[src/pacc_pkg.sv]
package pacc_pkg;

  localparam logic [7:0] CTRL_OFS  = 8'h00;
  localparam logic [7:0] COUNT_OFS = 8'h04;
  localparam logic [7:0] MASK_OFS  = 8'h08;
  localparam logic [7:0] FLAG_OFS  = 8'h0C;

  localparam int CTL_EN_BIT   = 6;
  localparam int CTL_MODE_BIT = 5;
  localparam int CTL_EDGE_BIT = 4;
  localparam int CTL_CCS_BIT  = 2;
  localparam int CTL_RATE_LSB = 0;

  localparam int PER_BIT  = 6;
  localparam int OVF_BIT  = 5;
  localparam int EDGE_BIT = 4;

  localparam int          GATE_DIV     = 64;
  localparam int          GATE_W       = 6;
  localparam logic [5:0]  GATE_LAST    = 6'(GATE_DIV - 1);
  localparam int          PER_W        = 16;
  localparam int          PER_BASE_LOG = 13;

  localparam logic [7:0]  COUNT_MAX    = 8'hFF;
  localparam logic [7:0]  COUNT_ONE    = 8'h01;
  localparam logic [31:0] RD_ZERO      = 32'h0000_0000;

  typedef struct packed {
    logic       enable;
    logic       mode;
    logic       edge_ctl;
    logic       cc_sel;
    logic [1:0] rate;
  } pacc_ctl_t;

  localparam pacc_ctl_t CTL_RESET = '{enable: 1'b0, mode: 1'b0, edge_ctl: 1'b0,
                                      cc_sel: 1'b0, rate: 2'h0};

endpackage

[src/pacc_top.sv]
// Local design decisions: the address map and register access over APB.
`timescale 1ns/1ps
module pacc_top #(
  parameter int PER_LOG = pacc_pkg::PER_BASE_LOG  // Log2 of shortest periodic period
) (
  input  wire logic        clock,                  // 200 MHz clock
  input  wire logic        rst,                    // Async reset, active high
  input  wire logic        psel,                   // APB select
  input  wire logic        penable,                // APB enable
  input  wire logic        pwrite,                 // APB direction
  input  wire logic [7:0]  paddr,                  // APB byte address
  input  wire logic [31:0] pwdata,                 // APB write data
  output logic      [31:0] prdata,                 // APB read data
  output logic             pready,                 // APB ready
  output logic             pslverr,                // APB error, unmapped address
  input  wire logic        accum_input_pin,        // Pulse or gate input
  output logic             accum_overflow_irq,     // Overflow request
  output logic             accum_edge_irq,         // Edge request
  output logic             periodic_irq,           // Periodic request
  output logic             fifth_output_compare,   // Output compare five enabled
  output logic             fourth_input_capture    // Input capture four enabled
);

  pacc_pkg::pacc_ctl_t ctl;
  logic [7:0]              accum_count;
  logic                    accum_overflow_flag;
  logic                    accum_edge_flag;
  logic                    periodic_irq_flag;
  logic                    accum_overflow_irq_enable;
  logic                    accum_edge_irq_enable;
  logic                    periodic_irq_enable;
  logic                    pin_meta;
  logic                    pin_sync;
  logic                    pin_prev;
  logic [pacc_pkg::GATE_W-1:0] gate_div;
  logic [pacc_pkg::PER_W-1:0]  per_div;

  logic                    setup;
  logic                    wr;
  logic                    mapped;
  logic                    wr_ctrl;
  logic                    wr_count;
  logic                    wr_mask;
  logic                    wr_flag;
  logic [31:0]             next_rdata;
  logic                    gate_tick;
  logic                    active;
  logic                    sel_edge;
  logic                    inc;
  logic                    ovf_event;
  logic                    per_event;
  logic [pacc_pkg::PER_W-1:0]  per_mask;

  assign setup = psel & ~penable;
  assign wr    = psel & penable & pready & pwrite;

  always_comb begin
    wr_ctrl  = 1'b0;
    wr_count = 1'b0;
    wr_mask  = 1'b0;
    wr_flag  = 1'b0;
    mapped   = 1'b1;
    if (paddr == pacc_pkg::CTRL_OFS) begin
      wr_ctrl = wr;
    end else if (paddr == pacc_pkg::COUNT_OFS) begin
      wr_count = wr;
    end else if (paddr == pacc_pkg::MASK_OFS) begin
      wr_mask = wr;
    end else if (paddr == pacc_pkg::FLAG_OFS) begin
      wr_flag = wr;
    end else begin
      mapped = 1'b0;
    end
  end

  // Read value is captured in the setup cycle from settled flops
  always_comb begin
    next_rdata = pacc_pkg::RD_ZERO;
    if (paddr == pacc_pkg::CTRL_OFS) begin
      next_rdata[pacc_pkg::CTL_EN_BIT]   = ctl.enable;
      next_rdata[pacc_pkg::CTL_MODE_BIT] = ctl.mode;
      next_rdata[pacc_pkg::CTL_EDGE_BIT] = ctl.edge_ctl;
      next_rdata[pacc_pkg::CTL_CCS_BIT]  = ctl.cc_sel;
      next_rdata[pacc_pkg::CTL_RATE_LSB +: 2] = ctl.rate;
    end else if (paddr == pacc_pkg::COUNT_OFS) begin
      next_rdata[7:0] = accum_count;
    end else if (paddr == pacc_pkg::MASK_OFS) begin
      next_rdata[pacc_pkg::PER_BIT]  = periodic_irq_enable;
      next_rdata[pacc_pkg::OVF_BIT]  = accum_overflow_irq_enable;
      next_rdata[pacc_pkg::EDGE_BIT] = accum_edge_irq_enable;
    end else if (paddr == pacc_pkg::FLAG_OFS) begin
      next_rdata[pacc_pkg::PER_BIT]  = periodic_irq_flag;
      next_rdata[pacc_pkg::OVF_BIT]  = accum_overflow_flag;
      next_rdata[pacc_pkg::EDGE_BIT] = accum_edge_flag;
    end
  end

  always_ff @(posedge clock or posedge rst) begin
    if (rst) begin
      pready  <= 1'b0;
      pslverr <= 1'b0;
      prdata  <= pacc_pkg::RD_ZERO;
    end else begin
      pready  <= setup;
      pslverr <= setup & ~mapped;
      if (setup) begin
        prdata <= pwrite ? pacc_pkg::RD_ZERO : next_rdata;
      end
    end
  end

  always_ff @(posedge clock or posedge rst) begin
    if (rst) begin
      ctl                       <= pacc_pkg::CTL_RESET;
      accum_overflow_irq_enable <= 1'b0;
      accum_edge_irq_enable     <= 1'b0;
      periodic_irq_enable       <= 1'b0;
    end else begin
      if (wr_ctrl) begin
        ctl.enable   <= pwdata[pacc_pkg::CTL_EN_BIT];
        ctl.mode     <= pwdata[pacc_pkg::CTL_MODE_BIT];
        ctl.edge_ctl <= pwdata[pacc_pkg::CTL_EDGE_BIT];
        ctl.cc_sel   <= pwdata[pacc_pkg::CTL_CCS_BIT];
        ctl.rate     <= pwdata[pacc_pkg::CTL_RATE_LSB +: 2];
      end
      if (wr_mask) begin
        periodic_irq_enable       <= pwdata[pacc_pkg::PER_BIT];
        accum_overflow_irq_enable <= pwdata[pacc_pkg::OVF_BIT];
        accum_edge_irq_enable     <= pwdata[pacc_pkg::EDGE_BIT];
      end
    end
  end

  // Pin synchroniser plus one stage for edge detection
  always_ff @(posedge clock or posedge rst) begin
    if (rst) begin
      pin_meta <= 1'b0;
      pin_sync <= 1'b0;
      pin_prev <= 1'b0;
    end else begin
      pin_meta <= accum_input_pin;
      pin_sync <= pin_meta;
      pin_prev <= pin_sync;
    end
  end

  // Free-running divide-by-64 gate tick
  always_ff @(posedge clock or posedge rst) begin
    if (rst) begin
      gate_div <= '0;
    end else begin
      gate_div <= gate_div + 1'b1;
    end
  end

  assign gate_tick = (gate_div == pacc_pkg::GATE_LAST);
  assign active    = pin_sync ^ ctl.edge_ctl;
  // Falling edge at edge bit 0, rising at 1; input sync limits rate to half clock
  assign sel_edge  = ctl.edge_ctl ? (pin_sync & ~pin_prev)
                                  : (~pin_sync & pin_prev);
  assign inc       = ctl.enable & (ctl.mode ? (gate_tick & active)
                                            : sel_edge);
  assign ovf_event = inc & (accum_count == pacc_pkg::COUNT_MAX) & ~wr_count;

  // No reset: count keeps its previous value through reset; a write beats an increment
  always_ff @(posedge clock) begin
    if (wr_count) begin
      accum_count <= pwdata[7:0];
    end else if (inc) begin
      accum_count <= accum_count + pacc_pkg::COUNT_ONE;
    end
  end

  // Periodic divider, free-running since reset
  always_ff @(posedge clock or posedge rst) begin
    if (rst) begin
      per_div <= '0;
    end else begin
      per_div <= per_div + 1'b1;
    end
  end

  assign per_mask  = pacc_pkg::PER_W'((32'h1 << (PER_LOG + int'(ctl.rate))) - 1);
  assign per_event = ((per_div & per_mask) == per_mask);

  // Hardware set wins over a software clear in the same cycle
  always_ff @(posedge clock or posedge rst) begin
    if (rst) begin
      accum_overflow_flag <= 1'b0;
      accum_edge_flag     <= 1'b0;
      periodic_irq_flag   <= 1'b0;
    end else begin
      if (ovf_event) begin
        accum_overflow_flag <= 1'b1;
      end else if (wr_flag & pwdata[pacc_pkg::OVF_BIT]) begin
        accum_overflow_flag <= 1'b0;
      end
      if (ctl.enable & sel_edge) begin
        accum_edge_flag <= 1'b1;
      end else if (wr_flag & pwdata[pacc_pkg::EDGE_BIT]) begin
        accum_edge_flag <= 1'b0;
      end
      if (per_event) begin
        periodic_irq_flag <= 1'b1;
      end else if (wr_flag & pwdata[pacc_pkg::PER_BIT]) begin
        periodic_irq_flag <= 1'b0;
      end
    end
  end

  always_ff @(posedge clock or posedge rst) begin
    if (rst) begin
      accum_overflow_irq   <= 1'b0;
      accum_edge_irq       <= 1'b0;
      periodic_irq         <= 1'b0;
      fifth_output_compare <= 1'b0;
      fourth_input_capture <= 1'b0;
    end else begin
      accum_overflow_irq   <= accum_overflow_flag & accum_overflow_irq_enable;
      accum_edge_irq       <= accum_edge_flag & accum_edge_irq_enable;
      periodic_irq         <= periodic_irq_flag & periodic_irq_enable;
      fifth_output_compare <= ~ctl.cc_sel;
      fourth_input_capture <= ctl.cc_sel;
    end
  end

  ovf_set_a: assert property (@(posedge clock) disable iff (rst)
    ovf_event |=> accum_overflow_flag && accum_count == 8'h00)
    else $error("overflow flag not set on rollover");

  ovf_clear_a: assert property (@(posedge clock) disable iff (rst)
    (wr_flag && pwdata[pacc_pkg::OVF_BIT] && !ovf_event) |=> !accum_overflow_flag)
    else $error("overflow flag not cleared by write of one");

  ovf_keep_a: assert property (@(posedge clock) disable iff (rst)
    (accum_overflow_flag && !(wr_flag && pwdata[pacc_pkg::OVF_BIT])) |=> accum_overflow_flag)
    else $error("overflow flag lost without clear");

  edge_irq_a: assert property (@(posedge clock) disable iff (rst)
    (accum_edge_flag && accum_edge_irq_enable) |=> accum_edge_irq)
    else $error("edge request missing");

  ovf_irq_a: assert property (@(posedge clock) disable iff (rst)
    accum_overflow_irq |-> $past(accum_overflow_flag) && $past(accum_overflow_irq_enable))
    else $error("overflow request without flag");

  edge_flag_a: assert property (@(posedge clock) disable iff (rst)
    (ctl.enable && $fell(pin_sync) && !ctl.edge_ctl) |=> accum_edge_flag)
    else $error("falling edge not flagged");

  disable_hold_a: assert property (@(posedge clock) disable iff (rst)
    (!ctl.enable && !wr_count) |=> $stable(accum_count))
    else $error("count moved while disabled");

  gated_count_a: assert property (@(posedge clock) disable iff (rst)
    (ctl.enable && ctl.mode && !wr_count && !gate_tick) |=> $stable(accum_count))
    else $error("gated count moved between ticks");

  count_write_a: assert property (@(posedge clock) disable iff (rst)
    wr_count |=> accum_count == $past(pwdata[7:0]))
    else $error("count write lost");

  period_a: assert property (@(posedge clock) disable iff (rst)
    (ctl.rate == 2'h0 && per_div == '0) |-> !per_event ##1 !per_event)
    else $error("periodic timeout too early");

  cc_sel_a: assert property (@(posedge clock) disable iff (rst)
    !(fifth_output_compare && fourth_input_capture))
    else $error("capture and compare both enabled");

  apb_ready_a: assert property (@(posedge clock) disable iff (rst)
    setup |=> pready ##1 !pready)
    else $error("ready not a single access cycle");

  localparam int GATE_SPAN = pacc_pkg::GATE_DIV;

  ovf_irq_on_a: assert property (@(posedge clock) disable iff (rst)
    (accum_overflow_flag && accum_overflow_irq_enable) |=> accum_overflow_irq)
    else $error("overflow request missing");

  edge_irq_off_a: assert property (@(posedge clock) disable iff (rst)
    accum_edge_irq |-> $past(accum_edge_flag) && $past(accum_edge_irq_enable))
    else $error("edge request without flag");

  rise_flag_a: assert property (@(posedge clock) disable iff (rst)
    (ctl.enable && $rose(pin_sync) && ctl.edge_ctl) |=> accum_edge_flag)
    else $error("rising edge not flagged");

  edge_clear_a: assert property (@(posedge clock) disable iff (rst)
    (wr_flag && pwdata[pacc_pkg::EDGE_BIT] && $stable(pin_sync)) |=> !accum_edge_flag)
    else $error("edge flag not cleared by write of one");

  idle_edge_a: assert property (@(posedge clock) disable iff (rst)
    (!ctl.enable && !accum_edge_flag) |=> !accum_edge_flag)
    else $error("edge flag set while disabled");

  fall_count_a: assert property (@(posedge clock) disable iff (rst)
    (ctl.enable && !ctl.mode && !ctl.edge_ctl && $fell(pin_sync) && !wr_count)
      |=> accum_count == $past(accum_count) + pacc_pkg::COUNT_ONE)
    else $error("falling edge not counted");

  rise_count_a: assert property (@(posedge clock) disable iff (rst)
    (ctl.enable && !ctl.mode && ctl.edge_ctl && $rose(pin_sync) && !wr_count)
      |=> accum_count == $past(accum_count) + pacc_pkg::COUNT_ONE)
    else $error("rising edge not counted");

  event_hold_a: assert property (@(posedge clock) disable iff (rst)
    (ctl.enable && !ctl.mode && $stable(pin_sync) && !wr_count) |=> $stable(accum_count))
    else $error("event count moved without an edge");

  gated_tick_a: assert property (@(posedge clock) disable iff (rst)
    (ctl.enable && ctl.mode && gate_tick && pin_sync != ctl.edge_ctl && !wr_count)
      |=> accum_count == $past(accum_count) + pacc_pkg::COUNT_ONE)
    else $error("gated tick not counted");

  gated_block_a: assert property (@(posedge clock) disable iff (rst)
    (ctl.enable && ctl.mode && pin_sync == ctl.edge_ctl && !wr_count) |=> $stable(accum_count))
    else $error("gated count moved while inhibited");

  per_flag_a: assert property (@(posedge clock) disable iff (rst)
    per_event |=> periodic_irq_flag)
    else $error("periodic timeout not flagged");

  tick_span_a: assert property (@(posedge clock) disable iff (rst)
    gate_tick |-> ##GATE_SPAN gate_tick)
    else $error("gate tick spacing wrong");

  cc_follow_a: assert property (@(posedge clock) disable iff (rst)
    fourth_input_capture == $past(ctl.cc_sel))
    else $error("capture select not followed");

endmodule

[config.mk]
export PLATFORM = sky130hd
export DESIGN_NAME = pacc_top
export DESIGN_NICKNAME = d
export VERILOG_FILES = /design/src/pacc_pkg.sv /design/src/pacc_top.sv
export SDC_FILE = /design/constraint.sdc
export NUM_CORES = 1
export LEC_CHECK = 0
export ABC_AREA = 1
export BUFFER_PORTS_ARGS = -buffer_cell sky130_fd_sc_hd__buf_2
export CORE_MARGIN = 2
export CORE_UTILIZATION = 40
export DETAILED_ROUTE_END_ITERATION = 12
export GPL_ROUTABILITY_DRIVEN = 0
export HOLD_SLACK_MARGIN = 0.1
export PLACE_DENSITY = 0.68
export REMOVE_ABC_BUFFERS = 1
export SYNTH_ARGS = -nofsm -noshare
export SYNTH_HDL_FRONTEND = slang
export SYNTH_SLANG_ARGS = --single-unit
export TNS_END_PERCENT = 5
[constraint.sdc]
create_clock -name clock -period 2 [get_ports clock]
set_input_delay 0.3 -clock clock [delete_from_list [all_inputs] [get_ports clock]]
set_output_delay 0.3 -clock clock [all_outputs]
set_load 0.01 [all_outputs]
# Yosys cells after proc, flatten, opt, wreduce, memory -nomap -nowiden
# Cells that the tools add are included.
[classes] reduce_logical=5 mux=34 addsub=5 n_bitwise=26 n_eq_ne=6 n_shift=1
[op_table] cell="$mux 1" n=25
[op_table] cell="$mux 8" n=3
[op_table] cell="$and 1x1->1" n=18
[op_table] cell="$add 16x1->16 const B" n=1
[op_table] cell="$and 16x16->16" n=1
[op_table] cell="$eq 16x16->1" n=1
[op_table] cell="$eq 8x4->1 const B" n=2
[op_table] cell="$shl 1x5->16 const A" n=1
[op_table] cell="$sub 16x1->16 const B" n=1
[op_table] cell="$mux 3" n=5
[op_table] cell="$add 8x1->8 const B" n=1
[op_table] cell="$eq 8x3->1 const B" n=1
[op_table] cell="$eq 8x8->1 const B" n=1
[op_table] cell="$logic_not 8->1" n=1
[op_table] cell="$reduce_bool 2->1" n=4
[op_table] cell="$add 6x1->6 const B" n=1
[op_table] cell="$eq 6x6->1 const B" n=1
[op_table] cell="$not 1->1" n=6
[op_table] cell="$add 4x2->5 const A" n=1
[op_table] cell="$mux 4" n=1
[op_table] cell="$xor 1x1->1" n=1
[totals] regBits=84 word_cells=102 out_inout_bits=39 in_bits=46

# Depth between registers and ports, before layout
[logic_depth] word_depth=10 depth_mapped=9 depth_no_buf=9

# Worst setup path before layout
# No wires, ideal clock.
[synth_timing] kind="register -> register" from="register accum_count[0]" to="register accum_count[6], data pin" setup_slack_ns=0.572 stages_incl_launch_ff=7 t_required_ns=1.744 period_less_slack_ns=1.428 setup_ns=0.256 path_buffers=0 t_arrival_ns=1.172 cell_sequence="edfxtp_1 -> ha_1 -> nand3_1 -> nor3_1 -> or2_2 -> nand3_1 -> o21ai_1"
[synth_via] elab_chain_cells=3
[synth_lines] item="start: declaration" line_no="pacc_top.sv:25" text="logic [7:0] accum_count;"
[synth_lines] item="start signal: assignment" line_no="pacc_top.sv:168" text="accum_count <= pwdata[7:0];"
[synth_lines] item="start signal: assignment" line_no="pacc_top.sv:170" text="accum_count <= accum_count + pacc_pkg::COUNT_ONE;"
[synth_lines] item="$add 8x1->8" line_no="pacc_top.sv:170"
[synth_lines] item="$mux 8" line_no="pacc_top.sv:169" text="end else if (inc) begin"
[synth_lines] item="$mux 8" line_no="pacc_top.sv:167" text="if (wr_count) begin"
# Every way passes these cells. The select of a mux whose other input is x is not followed.
# A chain may end at the register's enable or synchronous reset.

# Worst setup path in the final report
[layout_timing] from="register gate_div[0] in the netlist's numbering" to="register accum_count[2] (enable)"
[layout_via] elab_chain_cells=5
[layout_lines] item="start: declaration" line_no="pacc_top.sv:35" text="logic [pacc_pkg::GATE_W-1:0] gate_div;"
[layout_lines] item="start signal: assignment" line_no="pacc_top.sv:152" text="gate_div <= gate_div + 1'b1;"
[layout_lines] item="$eq 6x6->1" line_no="pacc_top.sv:156" text="assign gate_tick = (gate_div == pacc_pkg::GATE_LAST);"
[layout_lines] item="$and 1x1->1" line_no="pacc_top.sv:161" text="assign inc = ctl.enable & (ctl.mode ? (gate_tick & active)"
[layout_lines] item="$mux 1" line_no="pacc_top.sv:161"
[layout_lines] item="$and 1x1->1" line_no="pacc_top.sv:161"
[layout_lines] item="$reduce_bool 2->1 (no line)"
# Every way passes these cells.

==> results by group <==
Routing
  – Top layer in use: met4
  – M1 WL: 2430 um
  – Wire length on met2: 2550 um
  – Vias per inst: 4.48
  – Remaining antenna violation count: 0
  – DRC: 0
  – Met3 wire length: 370 um
  – Iteration-0 DRC Markers: 115
  – Vias after detailed routing: 2167
  – WL final: 5400 um
  – DRT Pass-1 Iters: 4
  – Drt wl/cell: 11.2 um

Global routing
  – Antenna violations before repair: 0
  – Global route overflow: 0
  – Vias in the first global route: 2045
  – First-pass GRT wire length: 9170 um
  – GRT Total Usage: 14.1%
  – Largest net degree at the start of global routing: 26

CTS
  – CTS sink cnt: 60
  – CTS tree: done
  – Root Buffer: clkbuf_8
  – Worst-Skew Late Latency: 0.34 ns
  – Clk buf depth: 2
  – Post-CTS resize count: 0
  – CTS H-tree depth: 3
  – Clock transition at path regs: 0.06 ns
  – CTS Buf Count: 9

STA
  – RSZ-0062 raised after global routing: false
  – Final Hold Vio Count: 0
  – Peak Freq: 624 MHz
  – Setup TNS: 0 ns
  – Final-report setup violation count: 0
  – Tightest Pin Transition: 0.545 ns
  – Min Clock Period, post-route: 1.60 ns
  – Crit share post-route: 80.1%
  – Worst slew margin: 63.6%
  – Final Slew Violations: 0
  – Fin Clk Skew: 0.00702 ns
  – Fin Hold WS: 0.148 ns

Worst setup path
  – Cells along the critical path: ha_1 > nand3_1 > nor2_1 > nand3_1 > nand3_1
  – CP arrival: 1.60 ns
  – Required time of the critical path: 2.00 ns
  – Worst path bufs/invs: 0
  – Critical path's slowest cell: dfrtp_1
  – Crit-path max cell delay: 0.38 ns
  – Critical path class: flop to flop
  – Reg2reg start: gate_div[0]
  – CP Max Fanout: 8
  – Crit start category: flop
  – Most frequent CP cell: nand3_1
  – Endpoint class of the critical path: flop
  – Cell family with most CP delay: simple AND/OR/NAND/NOR gates
  – Worst Setup SP: gate_div[0]

Die
  – Core Rows: 31
  – Core area: 7290 um2
  – Die Area: 8260 um2
  – Starting Density: 41.4%
  – Top-Level Pins: 85
  – Die height: 90.9 um
  – Die X: 90.9 um

Synthesis
  – Netlist cell types: 34
  – Syn Area/Cell: 9.15 um2
  – Top cells by area, synth: dfrtp_1, nand2_1, edfxtp_1
  – Mapped Cells: 330
  – Leading area contributor after synthesis: dfrtp_1
  – Post-synthesis sequential area ratio: 51.1%
  – Post-synth EDFFs: 8
  – Most common flop cell mapped by yosys: dfrtp_1
  – FFs w/ async S/R, synth: 86.7%
  – Number of synthesized register bits: 60
  – Area share of the largest cell type after synthesis: 43.1%
  – Cell Area, Synth: 3020 um2
  – Yosys warns: 0

Power and ir drop
  – Pleak: 1.76 nW
  – P per Cell Area: 707 nW/um2
  – Maximum VDD drop: 0.412 mV

Worst hold path
  – HP Class: input pin to flop
  – Hold Crit Start: penable

Place
  – Port buffer count: 36
  – Hpwl dp: 4090 um

Layout
  – Final net count: 429
  – ANT cells: 0
  – Area grow syn2layout: 15.1%
  – Layout cells sized above 1: 23.1%
  – Fill cell count: 733

Run status
  – Status: completed

Flow run
  – Number of max-cap violations: 0
==> where the power goes <==
part | internal, mW | switching, mW | total [mW]
Clock | 0.634 | 0.458 | 1.09
Sequential | 1.24 | 0.00332 | 1.24
Combinational | 0.0344 | 0.0855 | 0.120
Total | 1.91 | 0.546 | 2.45
==> cell usage in the layout, fill, tap and decap left out, types with 5 or more instances in the layout <==
cell and n:
nand2_1 83, dfrtp_1 52, buf_2 36, inv_1 32
nand3_1 26, conb_1 24, o21ai_1 17, xor2_1 16
nor2_1 12, clkbuf_8 11, edfxtp_1 8, nor2_4 7
inv_2 6, a21oi_1 5, nor2_2 5, nor3_1 5
clkinv_2 5
==> final cells by class <==
class                           instances  area [um2]  area share, %
Sequential cell                        60        1540           44.4
Multi-Input combinational cell        228        1220           35.1
Timing Repair Buffer                   41         235           6.77
Clock buffer                           11         151           4.36
Inverter                               40         151           4.36
Tap cell                               99         124           3.57
Clock inverter                          5        50.0           1.44
==> worst paths after layout <==
check | endpoint | slack [ns] | cells past startpoint
min | pready | 0.15 | 2
min in group asynchronous | ctl[3] | 0.55 | 3
max | accum_count[2] | 0.40 | 5
max reg2reg | accum_count[2] | 0.40 | 5
min reg2reg | pin_sync | 0.35 | 0
max in group asynchronous | pslverr | 0.92 | 4
==> through the flow <==
step | total power [mW] | std cells | cell area [um2] | worst slack (ns) | util [%]
final | 2.45 | 484 | 3470 | 0.398 | 47.6
after global routing | 2.56 | 484 | 3470 | 0.227 | 47.6
after CTS | 2.49 | 484 | 3470 | 0.383 | 47.6
after detailed placement | 1.39 | 466 | 3250 | 0.378 | 44.6
after global placement | 1.38 | 466 | 3250 | 0.377 | 44.6
after floorplan | 1.33 | 328 | 2910 | 0.442 | -
==> registers in the layout, summed over array words and instances (netlist names), 6 cells and up <==
signal       cells
gate_div         6
ctl              6
prdata           8
accum_count      8
per_div         16
==> per-layer routing <==
metal	global-route usage [%]	vias up
met5	0	-
met4	4.55	0
met3	5.26	7
met2	22.3	74
met1	17.9	984
li1	-	1102
==> synth_stat cells, types with 5 or more instances <==
cell and count:
nor2_4 7, buf_4 24, xor2_1 16, inv_1 33, edfxtp_1 8, nand2_1 83
nor2_1 12, nor3_1 5, nor2_2 5, dfrtp_1 52, nand3_1 26, o21ai_1 17
a21oi_1 5, inv_2 5
==> kinds of logic after synthesis <==
kind of cell             Yosys count  share of synthesized area, %
AND/OR/NAND/NOR                  152                          25.1
adder cells (fa/ha/maj)            3                          1.24
flip-flops                        60                          51.1
buffers and inverters             65                          11.4
XOR/XNOR                          19                          5.51
other                              1                         0.124
AO/OA/AOI/OAI                     30                          5.59
==> repair_timing <==
item                      4_1_cts  5_1_grt
setup buffers                   0        0
hold endpoints to repair       24        0
hold buffers                    2        0
(Power assumes the default switching activity.)
